[config.mk]
export PLATFORM = sky130hd
export DESIGN_NAME = alarm_aggregator
export DESIGN_NICKNAME = d
export VERILOG_FILES = /design/src/verilog/alarm_aggregator_pkg.sv /design/src/verilog/alarm_aggregator.sv
export SDC_FILE = /design/constraint.sdc
export NUM_CORES = 1
export LEC_CHECK = 0
export BUFFER_PORTS_ARGS = -buffer_cell sky130_fd_sc_hd__buf_4
export CAP_MARGIN = 0
export CORE_AREA = 2 2 100 102
export CTS_CLUSTER_DIAMETER = 200
export DETAILED_ROUTE_END_ITERATION = 8
export DIE_AREA = 0 0 102 104
export PLACE_DENSITY = 0.65
export SLEW_MARGIN = 20
export SYNTH_ARGS = -nofsm -noshare
export SYNTH_HDL_FRONTEND = slang
export SYNTH_SLANG_ARGS = --single-unit
[constraint.sdc]
create_clock -name clk_sys -period 2.5 [get_ports clk_sys]
set_input_delay 0.125 -clock clk_sys [delete_from_list [all_inputs] [get_ports clk_sys]]
set_output_delay 0.125 -clock clk_sys [all_outputs]
set_load 0.05 [all_outputs]
[src/verilog/alarm_aggregator_pkg.sv]
// Package with register map, field layout and reset values of the alarm aggregator
`default_nettype none
package alarm_aggregator_pkg;

    localparam int unsigned FLAG_COUNT = 5;

    // Printed offsets are word indices; byte address is four times the index
    localparam logic [9:0] IDX_ALARM_SUMMARY     = 10'h2C0;
    localparam logic [9:0] IDX_ALARM_FLAGS       = 10'h2C1;
    localparam logic [9:0] IDX_ALARM_ENABLE_MASK = 10'h2C2;
    localparam logic [9:0] IDX_IRQ_CLEAR         = 10'h2C3;
    localparam logic [9:0] IDX_IRQ_ENABLE        = 10'h2C4;
    localparam logic [9:0] IDX_IRQ_STATUS        = 10'h2C5;
    localparam logic [9:0] IDX_PIN_SELECT        = 10'h2C6;

    localparam int unsigned IDX_LSB = 2;
    localparam int unsigned IDX_MSB = 11;

    // Field positions in flags, mask, irq, summary and pin select registers
    localparam int unsigned POS_PLL_UNLOCK  = 4;
    localparam int unsigned POS_LINK        = 3;
    localparam int unsigned POS_REALIGN     = 2;
    localparam int unsigned POS_OSC_PHASE   = 1;
    localparam int unsigned POS_DIV_MISMATCH = 0;
    localparam int unsigned POS_SUMMARY     = 0;
    localparam int unsigned POS_PIN_SELECT  = 0;

    localparam logic [4:0] FLAGS_RESET      = 5'h1F;
    localparam logic [4:0] MASK_RESET       = 5'h1F;
    localparam logic [4:0] IRQ_ENABLE_RESET = 5'h00;
    localparam logic       PIN_SELECT_RESET = 1'h0;

    localparam logic [1:0] HTRANS_NONSEQ = 2'h2;
    localparam logic       HRESP_OKAY    = 1'h0;

    typedef enum logic [3:0] {
        BUS_IDLE    = 4'h1,
        BUS_WRITE   = 4'h2,
        BUS_RD_WAIT = 4'h4,
        BUS_RD_DONE = 4'h8
    } bus_state_type;

endpackage
`default_nettype wire

[src/verilog/alarm_aggregator.sv]
// Alarm flag collection, masking, summary bit and AHB-Lite register slave
//
// The AHB-Lite register port was left to the implementer.
`default_nettype none

// Overview of operation
// RL1: The summary alarm bit is 1 whenever any flag is set whose mask bit is clear.
// RL2: The summary alarm bit reads at bit 0 of the read-only summary register, other bits reading zero.
// RL3: Each flag has its own mask bit so software can keep it out of the summary.
// RL4: When the pin select bit chooses it, the summary alarm drives the status output pin.
// RL5: The PLL unlock flag at bit 4 is set while the PLL is not locked.
// RL6: The link flag at bit 3 is set while the link is enabled but not in its data transfer state.
// RL7: The clock realign flag at bit 2 is set when a SYSREF event realigns the internal clocks.
// RL8: The oscillator phase flag at bit 1 is set while the link enable bit is 0.
// RL9: The oscillator phase flag is set whenever the oscillators are synchronized.
// RL10: The oscillator phase flag is set whenever a channel A phase accumulator differs from channel B.
// RL11: The divider mismatch flag at bit 0 is set whenever the A and B clock dividers differ.
// RL12: Writing 1 to a flag bit clears it and writing 0 leaves it unchanged.
// RL13: The flags register resets to 0x1F with the upper three bits reading zero.
// RL14: Each mask bit sits at its flag's position and a set mask bit keeps that flag out of the summary.
// RL15: The mask register resets to 0x1F so all alarms start masked.
// RL16: A cause present in the same cycle as a clear keeps the flag set.
// RL17: The summary is computed combinationally from flags and masks and needs no clear.
module alarm_aggregator #(
    parameter int unsigned ACC_COUNT = 2,
    parameter int unsigned ACC_WIDTH = 32,
    parameter int unsigned DIV_WIDTH = 8
) (
    input  wire logic                           clk_sys,
    input  wire logic                           sys_rst,
    input  wire logic                           hsel,
    input  wire logic [31:0]                    haddr,
    input  wire logic [1:0]                     htrans,
    input  wire logic                           hwrite,
    input  wire logic [2:0]                     hsize,
    input  wire logic                           hready,
    input  wire logic [31:0]                    hwdata,
    output logic      [31:0]                    hrdata,
    output logic                                hreadyout,
    output logic                                hresp,
    input  wire logic                           pll_locked,
    input  wire logic                           link_enable_bit,
    input  wire logic                           data_transfer_state,
    input  wire logic                           sysref_realign,
    input  wire logic                           oscillator_sync,
    input  wire logic [ACC_COUNT*ACC_WIDTH-1:0] phase_acc_a,
    input  wire logic [ACC_COUNT*ACC_WIDTH-1:0] phase_acc_b,
    input  wire logic [DIV_WIDTH-1:0]           divider_a,
    input  wire logic [DIV_WIDTH-1:0]           divider_b,
    input  wire logic                           calibration_status,
    output logic                                status_output_pin,
    output logic                                irq
);

    function automatic logic [31:0] pad_word(input logic [4:0] v);
        pad_word = {27'h0000000, v};
    endfunction

    function automatic logic [4:0] apply_w1c(input logic [4:0] cur, input logic [4:0] clr, input logic [4:0] set);
        apply_w1c = (cur & ~clr) | set;
    endfunction

    function automatic logic wr_hit(input logic active, input logic [9:0] cur, input logic [9:0] target);
        wr_hit = active & (cur == target);
    endfunction

    alarm_aggregator_pkg::bus_state_type bus_state_reg;
    alarm_aggregator_pkg::bus_state_type bus_state_next;
    logic [9:0]  idx_reg;
    logic [9:0]  idx_next;
    logic [31:0] hrdata_reg;
    logic [31:0] hrdata_next;

    logic [4:0]  alarm_flags_reg;
    logic [4:0]  alarm_flags_next;
    logic [4:0]  alarm_enable_mask_reg;
    logic [4:0]  alarm_enable_mask_next;
    logic [4:0]  irq_enable_reg;
    logic [4:0]  irq_enable_next;
    logic        pin_select_reg;
    logic        pin_select_next;
    logic        status_pin_reg;
    logic        status_pin_next;
    logic        irq_reg;
    logic        irq_next;

    logic        addr_take;
    logic        wr_active;
    logic [4:0]  set_vec;
    logic [4:0]  clr_vec;
    logic        alarm_summary;
    logic [4:0]  unmasked_flags;
    logic [31:0] read_value;

    logic        pll_unlock_cause;
    logic        link_not_running_cause;
    logic        clock_realign_cause;
    logic        oscillator_phase_cause;
    logic        divider_mismatch_cause;
    logic        hit_flags_clear;
    logic        hit_mask;
    logic        hit_irq_enable;
    logic        hit_pin_select;

    // Summary stays combinational so it tracks flag and mask edits at once
    assign unmasked_flags = alarm_flags_reg & ~alarm_enable_mask_reg; // [RL3] [RL14]
    assign alarm_summary = |unmasked_flags; // [RL1] [RL17]

    // Causes are levels from the core on this clock, so no synchroniser
    assign pll_unlock_cause = ~pll_locked; // [RL5]
    assign link_not_running_cause = link_enable_bit & ~data_transfer_state; // [RL6]
    assign clock_realign_cause = sysref_realign; // [RL7]
    assign oscillator_phase_cause = ~link_enable_bit // [RL8]
        | oscillator_sync // [RL9]
        | (phase_acc_a != phase_acc_b); // [RL10]
    assign divider_mismatch_cause = divider_a != divider_b; // [RL11]

    always_comb
    begin
        set_vec = 5'h00;
        set_vec[alarm_aggregator_pkg::POS_PLL_UNLOCK] = pll_unlock_cause;
        set_vec[alarm_aggregator_pkg::POS_LINK] = link_not_running_cause;
        set_vec[alarm_aggregator_pkg::POS_REALIGN] = clock_realign_cause;
        set_vec[alarm_aggregator_pkg::POS_OSC_PHASE] = oscillator_phase_cause;
        set_vec[alarm_aggregator_pkg::POS_DIV_MISMATCH] = divider_mismatch_cause;
    end

    assign addr_take = hsel & hready & (htrans == alarm_aggregator_pkg::HTRANS_NONSEQ);
    assign wr_active = bus_state_reg == alarm_aggregator_pkg::BUS_WRITE;

    // Clear register and flag register share one write path
    assign hit_flags_clear = wr_hit(wr_active, idx_reg, alarm_aggregator_pkg::IDX_ALARM_FLAGS)
        | wr_hit(wr_active, idx_reg, alarm_aggregator_pkg::IDX_IRQ_CLEAR);
    assign hit_mask = wr_hit(wr_active, idx_reg, alarm_aggregator_pkg::IDX_ALARM_ENABLE_MASK);
    assign hit_irq_enable = wr_hit(wr_active, idx_reg, alarm_aggregator_pkg::IDX_IRQ_ENABLE);
    assign hit_pin_select = wr_hit(wr_active, idx_reg, alarm_aggregator_pkg::IDX_PIN_SELECT);

    always_comb
    begin
        read_value = 32'h00000000;
        case (idx_reg)
            alarm_aggregator_pkg::IDX_ALARM_SUMMARY:
            begin
                read_value[alarm_aggregator_pkg::POS_SUMMARY] = alarm_summary; // [RL2]
            end
            alarm_aggregator_pkg::IDX_ALARM_FLAGS:
            begin
                read_value = pad_word(alarm_flags_reg); // [RL13]
            end
            alarm_aggregator_pkg::IDX_ALARM_ENABLE_MASK:
            begin
                read_value = pad_word(alarm_enable_mask_reg);
            end
            alarm_aggregator_pkg::IDX_IRQ_ENABLE:
            begin
                read_value = pad_word(irq_enable_reg);
            end
            alarm_aggregator_pkg::IDX_IRQ_STATUS:
            begin
                read_value = pad_word(alarm_flags_reg);
            end
            alarm_aggregator_pkg::IDX_PIN_SELECT:
            begin
                read_value[alarm_aggregator_pkg::POS_PIN_SELECT] = pin_select_reg;
            end
            default:
            begin
                read_value = 32'h00000000;
            end
        endcase
    end

    // Reads take one wait state so a write just before is always seen
    always_comb
    begin
        bus_state_next = bus_state_reg;
        idx_next = idx_reg;
        hrdata_next = hrdata_reg;
        case (bus_state_reg)
            alarm_aggregator_pkg::BUS_IDLE,
            alarm_aggregator_pkg::BUS_WRITE,
            alarm_aggregator_pkg::BUS_RD_DONE:
            begin
                if (addr_take)
                begin
                    idx_next = haddr[alarm_aggregator_pkg::IDX_MSB:alarm_aggregator_pkg::IDX_LSB];
                    bus_state_next = hwrite ? alarm_aggregator_pkg::BUS_WRITE : alarm_aggregator_pkg::BUS_RD_WAIT;
                end
                else
                begin
                    bus_state_next = alarm_aggregator_pkg::BUS_IDLE;
                end
            end
            alarm_aggregator_pkg::BUS_RD_WAIT:
            begin
                hrdata_next = read_value;
                bus_state_next = alarm_aggregator_pkg::BUS_RD_DONE;
            end
            default:
                bus_state_next = alarm_aggregator_pkg::BUS_IDLE;
        endcase
    end

    always_comb
    begin
        clr_vec = 5'h00;
        if (hit_flags_clear)
        begin
            clr_vec = hwdata[4:0]; // [RL12]
        end
        // Set beats clear, so a persisting cause cannot be hidden by software
        alarm_flags_next = apply_w1c(alarm_flags_reg, clr_vec, set_vec); // [RL12] [RL16]
    end

    always_comb
    begin
        alarm_enable_mask_next = alarm_enable_mask_reg;
        irq_enable_next = irq_enable_reg;
        pin_select_next = pin_select_reg;
        if (hit_mask)
        begin
            alarm_enable_mask_next = hwdata[4:0]; // [RL3]
        end
        if (hit_irq_enable)
        begin
            irq_enable_next = hwdata[4:0];
        end
        if (hit_pin_select)
        begin
            pin_select_next = hwdata[alarm_aggregator_pkg::POS_PIN_SELECT];
        end
    end

    // Pins leave from flip-flops so the pad never sees a decode glitch
    always_comb
    begin
        status_pin_next = pin_select_reg ? alarm_summary : calibration_status; // [RL4]
        irq_next = |(alarm_flags_next & irq_enable_next);
    end

    // Bus resets idle so a request in the first cycle after reset is taken
    always_ff @(posedge clk_sys)
    begin
        if (sys_rst)
        begin
            bus_state_reg <= alarm_aggregator_pkg::BUS_IDLE;
            idx_reg <= 10'h000;
            hrdata_reg <= 32'h00000000;
        end
        else
        begin
            bus_state_reg <= bus_state_next;
            idx_reg <= idx_next;
            hrdata_reg <= hrdata_next;
        end
    end

    // Flags reset set so software must acknowledge every alarm once
    always_ff @(posedge clk_sys)
    begin
        if (sys_rst)
        begin
            alarm_flags_reg <= alarm_aggregator_pkg::FLAGS_RESET; // [RL13]
        end
        else
        begin
            alarm_flags_reg <= alarm_flags_next;
        end
    end

    always_ff @(posedge clk_sys)
    begin
        if (sys_rst)
        begin
            alarm_enable_mask_reg <= alarm_aggregator_pkg::MASK_RESET; // [RL15]
            irq_enable_reg <= alarm_aggregator_pkg::IRQ_ENABLE_RESET;
            pin_select_reg <= alarm_aggregator_pkg::PIN_SELECT_RESET;
        end
        else
        begin
            alarm_enable_mask_reg <= alarm_enable_mask_next;
            irq_enable_reg <= irq_enable_next;
            pin_select_reg <= pin_select_next;
        end
    end

    always_ff @(posedge clk_sys)
    begin
        if (sys_rst)
        begin
            status_pin_reg <= 1'h0;
            irq_reg <= 1'h0;
        end
        else
        begin
            status_pin_reg <= status_pin_next;
            irq_reg <= irq_next;
        end
    end

    assign hrdata = hrdata_reg;
    assign hreadyout = bus_state_reg != alarm_aggregator_pkg::BUS_RD_WAIT;
    assign hresp = alarm_aggregator_pkg::HRESP_OKAY;
    assign status_output_pin = status_pin_reg;
    assign irq = irq_reg;

endmodule
`default_nettype wire

======== After elaboration in Yosys (flattened, before gate mapping) ========
Cells that the tools add are included.
storage, ports and cells
  input bits .............................. 224
  bits in registers ....................... 64
  logic and storage cells ................. 57
  output and inout bits ................... 36
cells by class
  reduce and logical (&&, ||, !) cells .... 5
  bitwise operators ....................... 20
  mux-type cells .......................... 8
  equality and inequality tests ........... 15
operator list
  kind                                                                   number
  10-bit equality test, second input constant                            7
  64-bit != test                                                         1
  5-bit bitwise AND                                                      3
  4-bit case mux with 3 select lines                                     1
  5-bit 2-to-1 mux                                                       2
  5-bit NOT                                                              2
  5-bit OR reduction                                                     2
  1-bit bitwise AND                                                      8
  8-bit != test                                                          1
  4-bit case mux with 2 select lines                                     1
  3-bit 2-to-1 mux                                                       2
  5-bit OR                                                               1
  1-bit case mux with 5 select lines                                     1
  4-bit by 1-bit equality test with 1-bit output, second input constant  1
  4-bit by 2-bit equality test with 1-bit output, second input constant  1
  4-bit by 3-bit equality test with 1-bit output, second input constant  1
  4-bit equality test, second input constant                             1
  4-bit by 3-bit != test with 1-bit output, second input constant        1
  1-bit NOT                                                              3
  1-bit OR                                                               3
  3-bit OR reduction                                                     1
  2-bit equality test, second input constant                             1
  2-bit AND reduction                                                    1
  2-bit OR reduction                                                     1
  1-bit 2-to-1 mux                                                       1

======== Logic depth before layout (Yosys ltp) ========
Gate-level depths: netlist of run 1.
  depth in word-level cells ............... 9
  gate-level depth with buffers ........... 7
  gate-level depth less buffers ........... 6

======== Least setup slack after synthesis of run 1 ========
Ideal clock, no wire load.
  path kind ............................... register -> register
  start ................................... reg bus_state_reg[2]
  end ..................................... reg hrdata_reg[3], in the netlist hrdata[3]
  period minus slack after synthesis ...... 1.847 ns
  setup time .............................. 0.067 ns
  data arrival time ....................... 1.780 ns
  path slack .............................. 0.653 ns
  path buffers ............................ 1
  stages on the path, launching flop included .. 6
  cells stage by stage .................... dfxtp_1 > or4b_1 > clkbuf_1 > nor3_2 > a22oi_1 > nor2_1
between the ends
  word-level cells in the longest chain between the ends .. 1
ends and longest elaborated chain
  what                                            RTL line                 RTL
  start: declaration                              alarm_aggregator.sv:67   alarm_aggregator_pkg::bus_state_type bus_state_reg;
  start signal: assignment                        alarm_aggregator.sv:246  bus_state_reg <= alarm_aggregator_pkg::BUS_IDLE;
  start signal: assignment                        alarm_aggregator.sv:252  bus_state_reg <= bus_state_next;
  4-bit by 3-bit equality test with 1-bit output  alarm_aggregator.sv:179  case (bus_state_reg)
  end signal: assignment                          alarm_aggregator.sv:254  hrdata_reg <= hrdata_next;
  end: declaration                                alarm_aggregator.sv:71   logic [31:0] hrdata_reg;
No other way between the ends.
A chain may end at the register's enable or synchronous reset.

======== Worst setup path in the final report of run 1 ========
  start ................................... reg idx_reg[3]
  end ..................................... reg irq_reg, in the netlist irq
between the ends
  word-level cells in the longest chain between the ends .. 9
  elaborated cells between the ends (all ways) .. 14
  those cells by class .................... 3 x eq/ne; 2 x mux; 8 x bitwise; 1 x reduce/logical
ends and longest elaborated chain
  what                      RTL line                 RTL
  start: declaration        alarm_aggregator.sv:69   logic [9:0] idx_reg;
  start signal: assignment  alarm_aggregator.sv:253  idx_reg <= idx_next;
  10-bit equality test      alarm_aggregator.sv:64   wr_hit = active & (cur == target);
  1-bit bitwise AND         alarm_aggregator.sv:64
  1-bit OR                  alarm_aggregator.sv:133  | wr_hit(wr_active, idx_reg, alarm_aggregator_pkg::IDX_IRQ_CLEAR);
  5-bit 2-to-1 mux          alarm_aggregator.sv:207  if (hit_flags_clear)
  5-bit NOT                 alarm_aggregator.sv:60   apply_w1c = (cur & ~clr) | set;
  5-bit bitwise AND         alarm_aggregator.sv:60
  5-bit OR                  alarm_aggregator.sv:60
  5-bit bitwise AND *       alarm_aggregator.sv:238  irq_next = |(alarm_flags_next & irq_enable_next);
  5-bit OR reduction *      alarm_aggregator.sv:238
  end signal: assignment    alarm_aggregator.sv:297  irq_reg <= irq_next;
  end: declaration          alarm_aggregator.sv:84   logic irq_reg;
Mark *: on every way between the ends. The rest lies on a longest branch, timed or not.

==> implementation parameters, run 1 <==
Parameter                              Value

Synth
  Share of synthesized registers carrying an async set or reset ... 0%
  Average cell area after synthesis ... 8.41 µm²
  Post-synth top area share ... 26.6%
  Biggest area contributors in the synthesized netlist ... sky130_fd_sc_hd__dfxtp_1, sky130_fd_sc_hd__xnor2_1, sky130_fd_sc_hd__buf_4
  Number of synthesized flops with an enable pin ... 0
  Synth Instances ... 331
  Share of the yosys chip area belonging to registers ... 26.6%
  Cell type contributing the most total cell area after synthesis ... sky130_fd_sc_hd__dfxtp_1
  Distinct cell type count of the synthesized netlist ... 50
  Warnings from Yosys ... 0
  Ys flop type ... sky130_fd_sc_hd__dfxtp_1
  Synthesized area ... 2790 µm²
  Number of flip-flops and latches in the synthesized netlist ... 37
  Most common cell in the synthesized netlist ... sky130_fd_sc_hd__dfxtp_1
  Most frequent cells after synthesis ... sky130_fd_sc_hd__dfxtp_1, sky130_fd_sc_hd__xnor2_1, sky130_fd_sc_hd__buf_4, sky130_fd_sc_hd__inv_1, sky130_fd_sc_hd__nor2_1

Finish
  Finished Layout Cells ... 642
  Flip-flop count of the largest register after layout ... 10
  Post-synthesis to final-layout area growth ... 52.7%
  Reg area ... 741 µm²
  # fillers ... 962
  Area of the multi-input gates ... 1800 µm²
  Fraction of final layout cells with drive strength greater than 1 ... 38.1%
  Nets ... 733
  Count of inserted antenna diode cells ... 0

Clock network
  Number of setup buffers added after CTS ... 0
  Clock tree from TritonCTS ... done
  Number of resized instances in the post-cts repair step ... 0
  Library cell used as clock root buffer ... sky130_fd_sc_hd__clkbuf_8
  Clock buffer depth ... 2
  TritonCTS buffer count ... 5
  Worst-path clk slew ... 0.07 ns
  CTS HTree Levels ... 2
  Clock insertion delay at the later pin of the skew report ... 0.29 ns
  Sinks on Clock Net ... 37

Floorplanning
  Number of primary I/O pins ... 260
  Die boundary height ... 104 µm
  Die extent in x ... 102 µm
  Effective utilization at floorplan ... 29.2%
  Cell Rows ... 36
  DIE AREA ... 10,600 µm²
  Core Box Area ... 9550 µm²

Timing
  Period minus WS final ... 2.04 ns
  Skew final ... 0.00419 ns
  Number of pins with negative max-slew slack in the final report ... 0
  Worst max-slew margin expressed relative to the limit ... 59.0%
  Final Hold Viols ... 0
  Fmax achieved ... 489 MHz
  Fraction of the cycle the final worst path needs ... 81.7%
  Worst Max-Slew Pin Slew ... 0.615 ns
  Summed negative setup slack over all endpoints ... 0 ns
  Hold Slack ... 0.0636 ns
  Setup repair after global routing missed its margin ... false
  Number of endpoints failing setup at the final stage ... 0

Route
  Total wire length after detailed routing ... 8830 µm
  Pre-antenna DRT Iters ... 4
  Average via count per standard cell ... 4.52
  Total number of vias ... 2,905
  1st-iter DRT viols ... 61
  Number of nets still failing antenna checks after routing ... 0
  Post-detailed-route wirelength per cell ... 13.8 µm
  DRC ... 0

Pwr
  Worst IR Drop VDD ... 0.000176 V
  Total power density per cell area ... 353 nW/µm²
  Total chip power ... 1.50 mW
  Static leakage ... 2.04 nW

Worst setup path
  Crit-path max FO ... 5
  Launch point of the worst reg-to-reg path ... idx_reg[3]$_SDFFE_PP0P_
  Register-to-register path setup slack ... 0.46 ns
  Required time at the endpoint of the critical path ... 2.66 ns
  Data arrival time of the critical path ... 2.21 ns
  Critical-path top delay cell ... sky130_fd_sc_hd__nor3_1
  Cell family with the largest share of critical-path delay ... simple AND/OR/NAND/NOR gates
  Crit Path Class ... flip-flop to flip-flop
  Sequence of cells on the critical path ... nor3_1, nand4_2, mux2i_1, o21ba_1, a211oi_1, o2bb2ai_1
  Longest individual stage delay on the worst path ... 0.47 ns
  Endpoint class of the critical path ... flip-flop
  Startpoint of the most critical setup path ... idx_reg[3]$_SDFFE_PP0P_
  Critical path launch point type ... flip-flop
  Worst Path Buf+Inv ... 0

Flow run
  Maximum Capacitance Violations ... 0

Place
  Placed cells ... 634
  Final GP Congestion ... 0.830
  IO Port Bufs ... 179
  Post-DP HPWL ... 7750 µm

Global route
  Combined global-route utilization of all metal layers ... 16.6%
  Vias in the first global route ... 3,057
  Number of antenna violations at the first check in global routing ... 0
  Pin count of the biggest net entering global routing ... 38
  Congestion Overflow GR ... 0
  Global-route wire length before repair ... 14,000 µm

Min path
  Hold_sp ... hwdata[2]
  Hold WC Path Type ... primary input to flip-flop

Status
  Result of the run ... completed
kinds of logic (layout without fill, tap and decap cells):
group / after synthesis / count (layout) / share of synthesized area, %
buf+inv: 63 / 214 / 12.4
mux: 17 / 17 / 6.60
flops: 37 / 37 / 26.6
simple gates: 106 / 106 / 23.3
xor+xnor: 51 / 51 / 16.0
compound gates: 56 / 56 / 14.9
other cells: 1 / 28 / 0.135
path summary, 6_finish.rpt:
kind                                      endpoint  cells after the start
max                                 irq$_SDFF_PP0_                      6
min reg2reg                idx_reg[8]$_SDFFE_PP0P_                      2
max reg2reg                         irq$_SDFF_PP0_                      6
min          alarm_enable_mask_reg[2]$_SDFFE_PP1P_                      2
final cells by class:
cell class / instances / area share, %
multi-input cells: 258 / 42.3
inverters: 26 / 2.29
flip-flops and latches: 37 / 17.4
repair buffers: 181 / 32.0
well taps: 133 / 3.91
clock buffers: 7 / 2.03
metrics by stage:
step                      util [%]  instance area, µm²  worst slack [ns]
after floorplan                  -                2890             0.653
after global placement        43.5                4160             0.474
after detailed placement      43.5                4160             0.459
after CTS                     44.5                4250             0.433
after global routing          44.5                4250             0.254
final                         44.5                4250             0.457
what timing repair did:
action,CTS,global route
endpoints found under the hold margin,1,0
endpoints found under the setup margin,0,0
hold buffers,1,0
where the power goes:
group / internal, mW / switching [mW] / total (mW)
Sequential: 0.595 / 0.00524 / 0.600
Clock: 0.218 / 0.194 / 0.412
Combinational: 0.256 / 0.234 / 0.490
placed cells by master, fill, tap and decap left out, types with 2 or more instances in the layout:
cell type / Yosys / layout
sky130_fd_sc_hd__nor4b_2: 2 / 2
sky130_fd_sc_hd__or2_1: 2 / 2
sky130_fd_sc_hd__nand2_1: 9 / 9
sky130_fd_sc_hd__and4_1: 2 / 2
sky130_fd_sc_hd__nor3_1: 5 / 5
sky130_fd_sc_hd__nor4_1: 9 / 9
sky130_fd_sc_hd__a211oi_1: 2 / 2
sky130_fd_sc_hd__a211o_1: 6 / 6
sky130_fd_sc_hd__conb_1: 1 / 28
sky130_fd_sc_hd__o2bb2ai_1: 4 / 4
sky130_fd_sc_hd__o2111ai_1: 2 / 2
sky130_fd_sc_hd__a221oi_1: 2 / 2
sky130_fd_sc_hd__o22ai_1: 9 / 9
sky130_fd_sc_hd__buf_4: 29 / 180
sky130_fd_sc_hd__a22oi_1: 8 / 8
sky130_fd_sc_hd__o21ai_0: 7 / 7
sky130_fd_sc_hd__inv_1: 26 / 26
sky130_fd_sc_hd__and4b_1: 2 / 2
sky130_fd_sc_hd__a21oi_1: 2 / 2
sky130_fd_sc_hd__nor2_1: 25 / 25
sky130_fd_sc_hd__clkbuf_8: 0 / 6
sky130_fd_sc_hd__nand4_1: 11 / 11
sky130_fd_sc_hd__mux2i_1: 15 / 15
sky130_fd_sc_hd__o221ai_1: 4 / 4
sky130_fd_sc_hd__a22o_1: 5 / 5
sky130_fd_sc_hd__nand2b_1: 10 / 10
sky130_fd_sc_hd__or4_1: 2 / 2
sky130_fd_sc_hd__xnor2_1: 32 / 32
sky130_fd_sc_hd__dfxtp_1: 37 / 37
sky130_fd_sc_hd__nor2b_1: 15 / 15
sky130_fd_sc_hd__xor2_1: 19 / 19
metal layers:
layer / routed length, µm / track usage, % / share of wire [%]
met5: 0 / 0 / 0
met2: 4870 / 32.5 / 55
met1: 3250 / 17.4 / 37
met3: 479 / 2.69 / 5.4
met4: 232 / 5.24 / 2.6
Power figures use the tool's default switching activity.
==> run 2: changes to the inputs <==
Settings changed: ABC_AREA from default to 1, PLACE_DENSITY 0.65 to 0.68.
Clock period 2.5 ns to 1.9 ns, I/O delays scaled along.
==> implementation parameters, run 2 <==
Parameter                              Value

Global route
  Global-route wire length before repair ... 16,000 µm
  Congestion Overflow GR ... 0
  Pin count of the biggest net entering global routing ... 21
  Number of antenna violations at the first check in global routing ... 0
  Combined global-route utilization of all metal layers ... 19.2%
  Vias in the first global route ... 3,501

Timing
  Summed negative setup slack over all endpoints ... 0 ns
  Fraction of the cycle the final worst path needs ... 81.9%
  Post-route worst setup slack ... 0.344 ns
  Period minus WS final ... 1.56 ns
  Number of endpoints failing setup at the final stage ... 0
  Skew final ... 0.00392 ns
  Setup repair after global routing missed its margin ... false
  Number of pins with negative max-slew slack in the final report ... 0
  Fmax achieved ... 643 MHz
  Final Hold Viols ... 0

Finish
  Most frequent standard cell in the layout excluding fill and tap cells ... sky130_fd_sc_hd__buf_4
  Flip-flop count of the largest register after layout ... 10
  Commonest non-fill, non-tap cells in the layout ... sky130_fd_sc_hd__buf_4, sky130_fd_sc_hd__nand2_1, sky130_fd_sc_hd__inv_1, sky130_fd_sc_hd__nor2_1, sky130_fd_sc_hd__dfxtp_1
  # fillers ... 1,025
  Fraction of final layout cells with drive strength greater than 1 ... 30.2%
  Count of inserted antenna diode cells ... 0
  Finished Cell Area ... 4540 µm²
  Nets ... 919
  Post-synthesis to final-layout area growth ... 48.9%

Pwr
  Internal portion of total power ... 1.37 mW
  Proportion of power drawn by combinational gates ... 33.3%
  Total chip power ... 1.99 mW
  Static leakage ... 2.45 nW
  Switching Share ... 31.2%
  Worst IR Drop VDD ... 0.000206 V
  Sw power ... 0.620 mW
  Sequential power share ... 39.7%
  Share of power burned in the clock network ... 27.0%
  Total power density per cell area ... 437 nW/µm²

Clock network
  Clock tree from TritonCTS ... done
  TritonCTS buffer count ... 5
  Clock insertion delay at the later pin of the skew report ... 0.29 ns
  CTS HTree Levels ... 2
  Worst-path clk slew ... 0.07 ns
  Sinks on Clock Net ... 37
  Number of setup buffers added after CTS ... 0
  Clock buffer depth ... 2
  Library cell used as clock root buffer ... sky130_fd_sc_hd__clkbuf_8
  Number of resized instances in the post-cts repair step ... 0

Place
  Dpl ws ... 0.360 ns
  Placed instance area ... 4440 µm²
  IO Port Bufs ... 179
  Post-DP HPWL ... 9080 µm
  Final GP Congestion ... 0.876

Synth
  Number of synthesized flops with an enable pin ... 0
  Ys flop type ... sky130_fd_sc_hd__dfxtp_1
  Most common cell in the synthesized netlist ... sky130_fd_sc_hd__nand2_1
  Warnings from Yosys ... 0
  Number of flip-flops and latches in the synthesized netlist ... 37
  Post-synth top area share ... 24.3%
  Synth Instances ... 511
  Share of the yosys chip area belonging to registers ... 24.3%
  Average cell area after synthesis ... 5.97 µm²
  Biggest area contributors in the synthesized netlist ... sky130_fd_sc_hd__dfxtp_1, sky130_fd_sc_hd__nand2_1, sky130_fd_sc_hd__inv_1
  Cell type contributing the most total cell area after synthesis ... sky130_fd_sc_hd__dfxtp_1
  Synthesized area ... 3050 µm²
  Share of synthesized registers carrying an async set or reset ... 0%
  Most frequent cells after synthesis ... sky130_fd_sc_hd__nand2_1, sky130_fd_sc_hd__inv_1, sky130_fd_sc_hd__nor2_1, sky130_fd_sc_hd__dfxtp_1, sky130_fd_sc_hd__o21ai_0
  Distinct cell type count of the synthesized netlist ... 32

Floorplanning
  Effective utilization at floorplan ... 31.9%
  DIE AREA ... 10,600 µm²
  Die extent in x ... 102 µm
  Cell Rows ... 36
  Number of primary I/O pins ... 260
  Core Box Area ... 9550 µm²
  Die boundary height ... 104 µm

Min path
  Hold WC Path Type ... primary input to flip-flop

Worst setup path
  Crit-path max FO ... 5
  Critical-path top delay cell ... sky130_fd_sc_hd__dfxtp_1
  Data arrival time of the critical path ... 1.75 ns
  Required time at the endpoint of the critical path ... 2.09 ns
  Endpoint class of the critical path ... flip-flop
  Cell family with the largest share of critical-path delay ... simple AND/OR/NAND/NOR gates
  Longest individual stage delay on the worst path ... 0.32 ns
  Most used cell, CP ... sky130_fd_sc_hd__nand2_1
  Critical path launch point type ... flip-flop
  Worst Path Buf+Inv ... 0
  Crit Path Class ... flip-flop to flip-flop
  Register-to-register path setup slack ... 0.34 ns
  Sequence of cells on the critical path ... nor2_2, nand2_2, nor2_2, nand3_1, nand2_1, nand2_1, nand2_1, nand2_1, o21ai_1, nand2_1

Route
  Average via count per standard cell ... 4.29
  Post-detailed-route wirelength per cell ... 12.5 µm
  Total number of vias ... 3,558
  Pre-antenna DRT Iters ... 6
  Number of nets still failing antenna checks after routing ... 0
  DRC ... 0
  1st-iter DRT viols ... 120
  Total wire length after detailed routing ... 10,300 µm

Status
  Result of the run ... completed

Flow run
  Maximum Capacitance Violations ... 0
[run 2: cell families (layout without fill, tap and decap cells)]
| group | after synthesis | after routing | synth area share [%] |
|---|---|---|---|
| compound gates | 62 | 62 | 11.3 |
| xor+xnor | 33 | 33 | 9.47 |
| buf+inv | 110 | 268 | 17.0 |
| flops | 37 | 37 | 24.3 |
| other cells | 1 | 28 | 0.123 |
| simple gates | 268 | 268 | 37.8 |
[run 2: metrics by stage]
step / std cells / utilization (%) / hold WS (ns)
after floorplan: 538 / - / 0.174
after global placement: 819 / 46.5 / 0.276
after detailed placement: 819 / 46.5 / 0.278
after CTS: 829 / 47.6 / 0.0204
after global routing: 829 / 47.6 / 0.0274
final: 829 / 47.6 / 0.0215
[run 2: what timing repair did]
item	in CTS	in global routing
endpoints found under the hold margin	2	0
setup endpoints to repair	0	0
hold buffers	2	0
[run 2: area by class of cell]
class,count,area (µm²),area share (%)
multi-input cells,391,1890,41.6
clock buffers,8,80.1,1.76
repair buffers,182,1370,30.2
well taps,133,166,3.66
flip-flops and latches,37,741,16.3
inverters,78,293,6.44
[run 2: power by group through the flow]
stage	Combinational [mW]	Clock (mW)	Sequential (mW)
global route	0.726	0.580	0.789
floorplan	0.358	0	0.809
global placement	0.651	0	0.806
detailed placement	0.660	0	0.806
finish	0.662	0.537	0.788
CTS	0.665	0.545	0.788
[run 2: per-layer routing]
metal,global-route usage [%],share of wire (%)
met4,4.00,1.3
met2,30.4,44
met1,26.7,47
met3,4.17,8.1
met5,0,0
[run 2: worst paths after layout]
path	from	endpoint	depth (start not counted)
setup / recovery	idx_reg[4]$_SDFFE_PP0P_	irq$_SDFF_PP0_	10
hold / removal	sysref_realign	alarm_flags_reg[2]$_SDFF_PP1_	3
hold reg to reg	hrdata[2]$_SDFFE_PP0P_	hrdata[2]$_SDFFE_PP0P_	2
setup reg to reg	idx_reg[4]$_SDFFE_PP0P_	irq$_SDFF_PP0_	10
[run 2: worst reg2reg max path, cell delays in order (launching register included)]
cell	delay [ns]
sky130_fd_sc_hd__dfxtp_1	0.32
sky130_fd_sc_hd__nor2_2	0.14
sky130_fd_sc_hd__nand2_2	0.14
sky130_fd_sc_hd__nor2_2	0.27
sky130_fd_sc_hd__nand3_1	0.12
sky130_fd_sc_hd__nand2_1	0.09
sky130_fd_sc_hd__nand2_1	0.05
sky130_fd_sc_hd__nand2_1	0.07
sky130_fd_sc_hd__nand2_1	0.07
sky130_fd_sc_hd__o21ai_1	0.14
sky130_fd_sc_hd__nand2_1	0.05
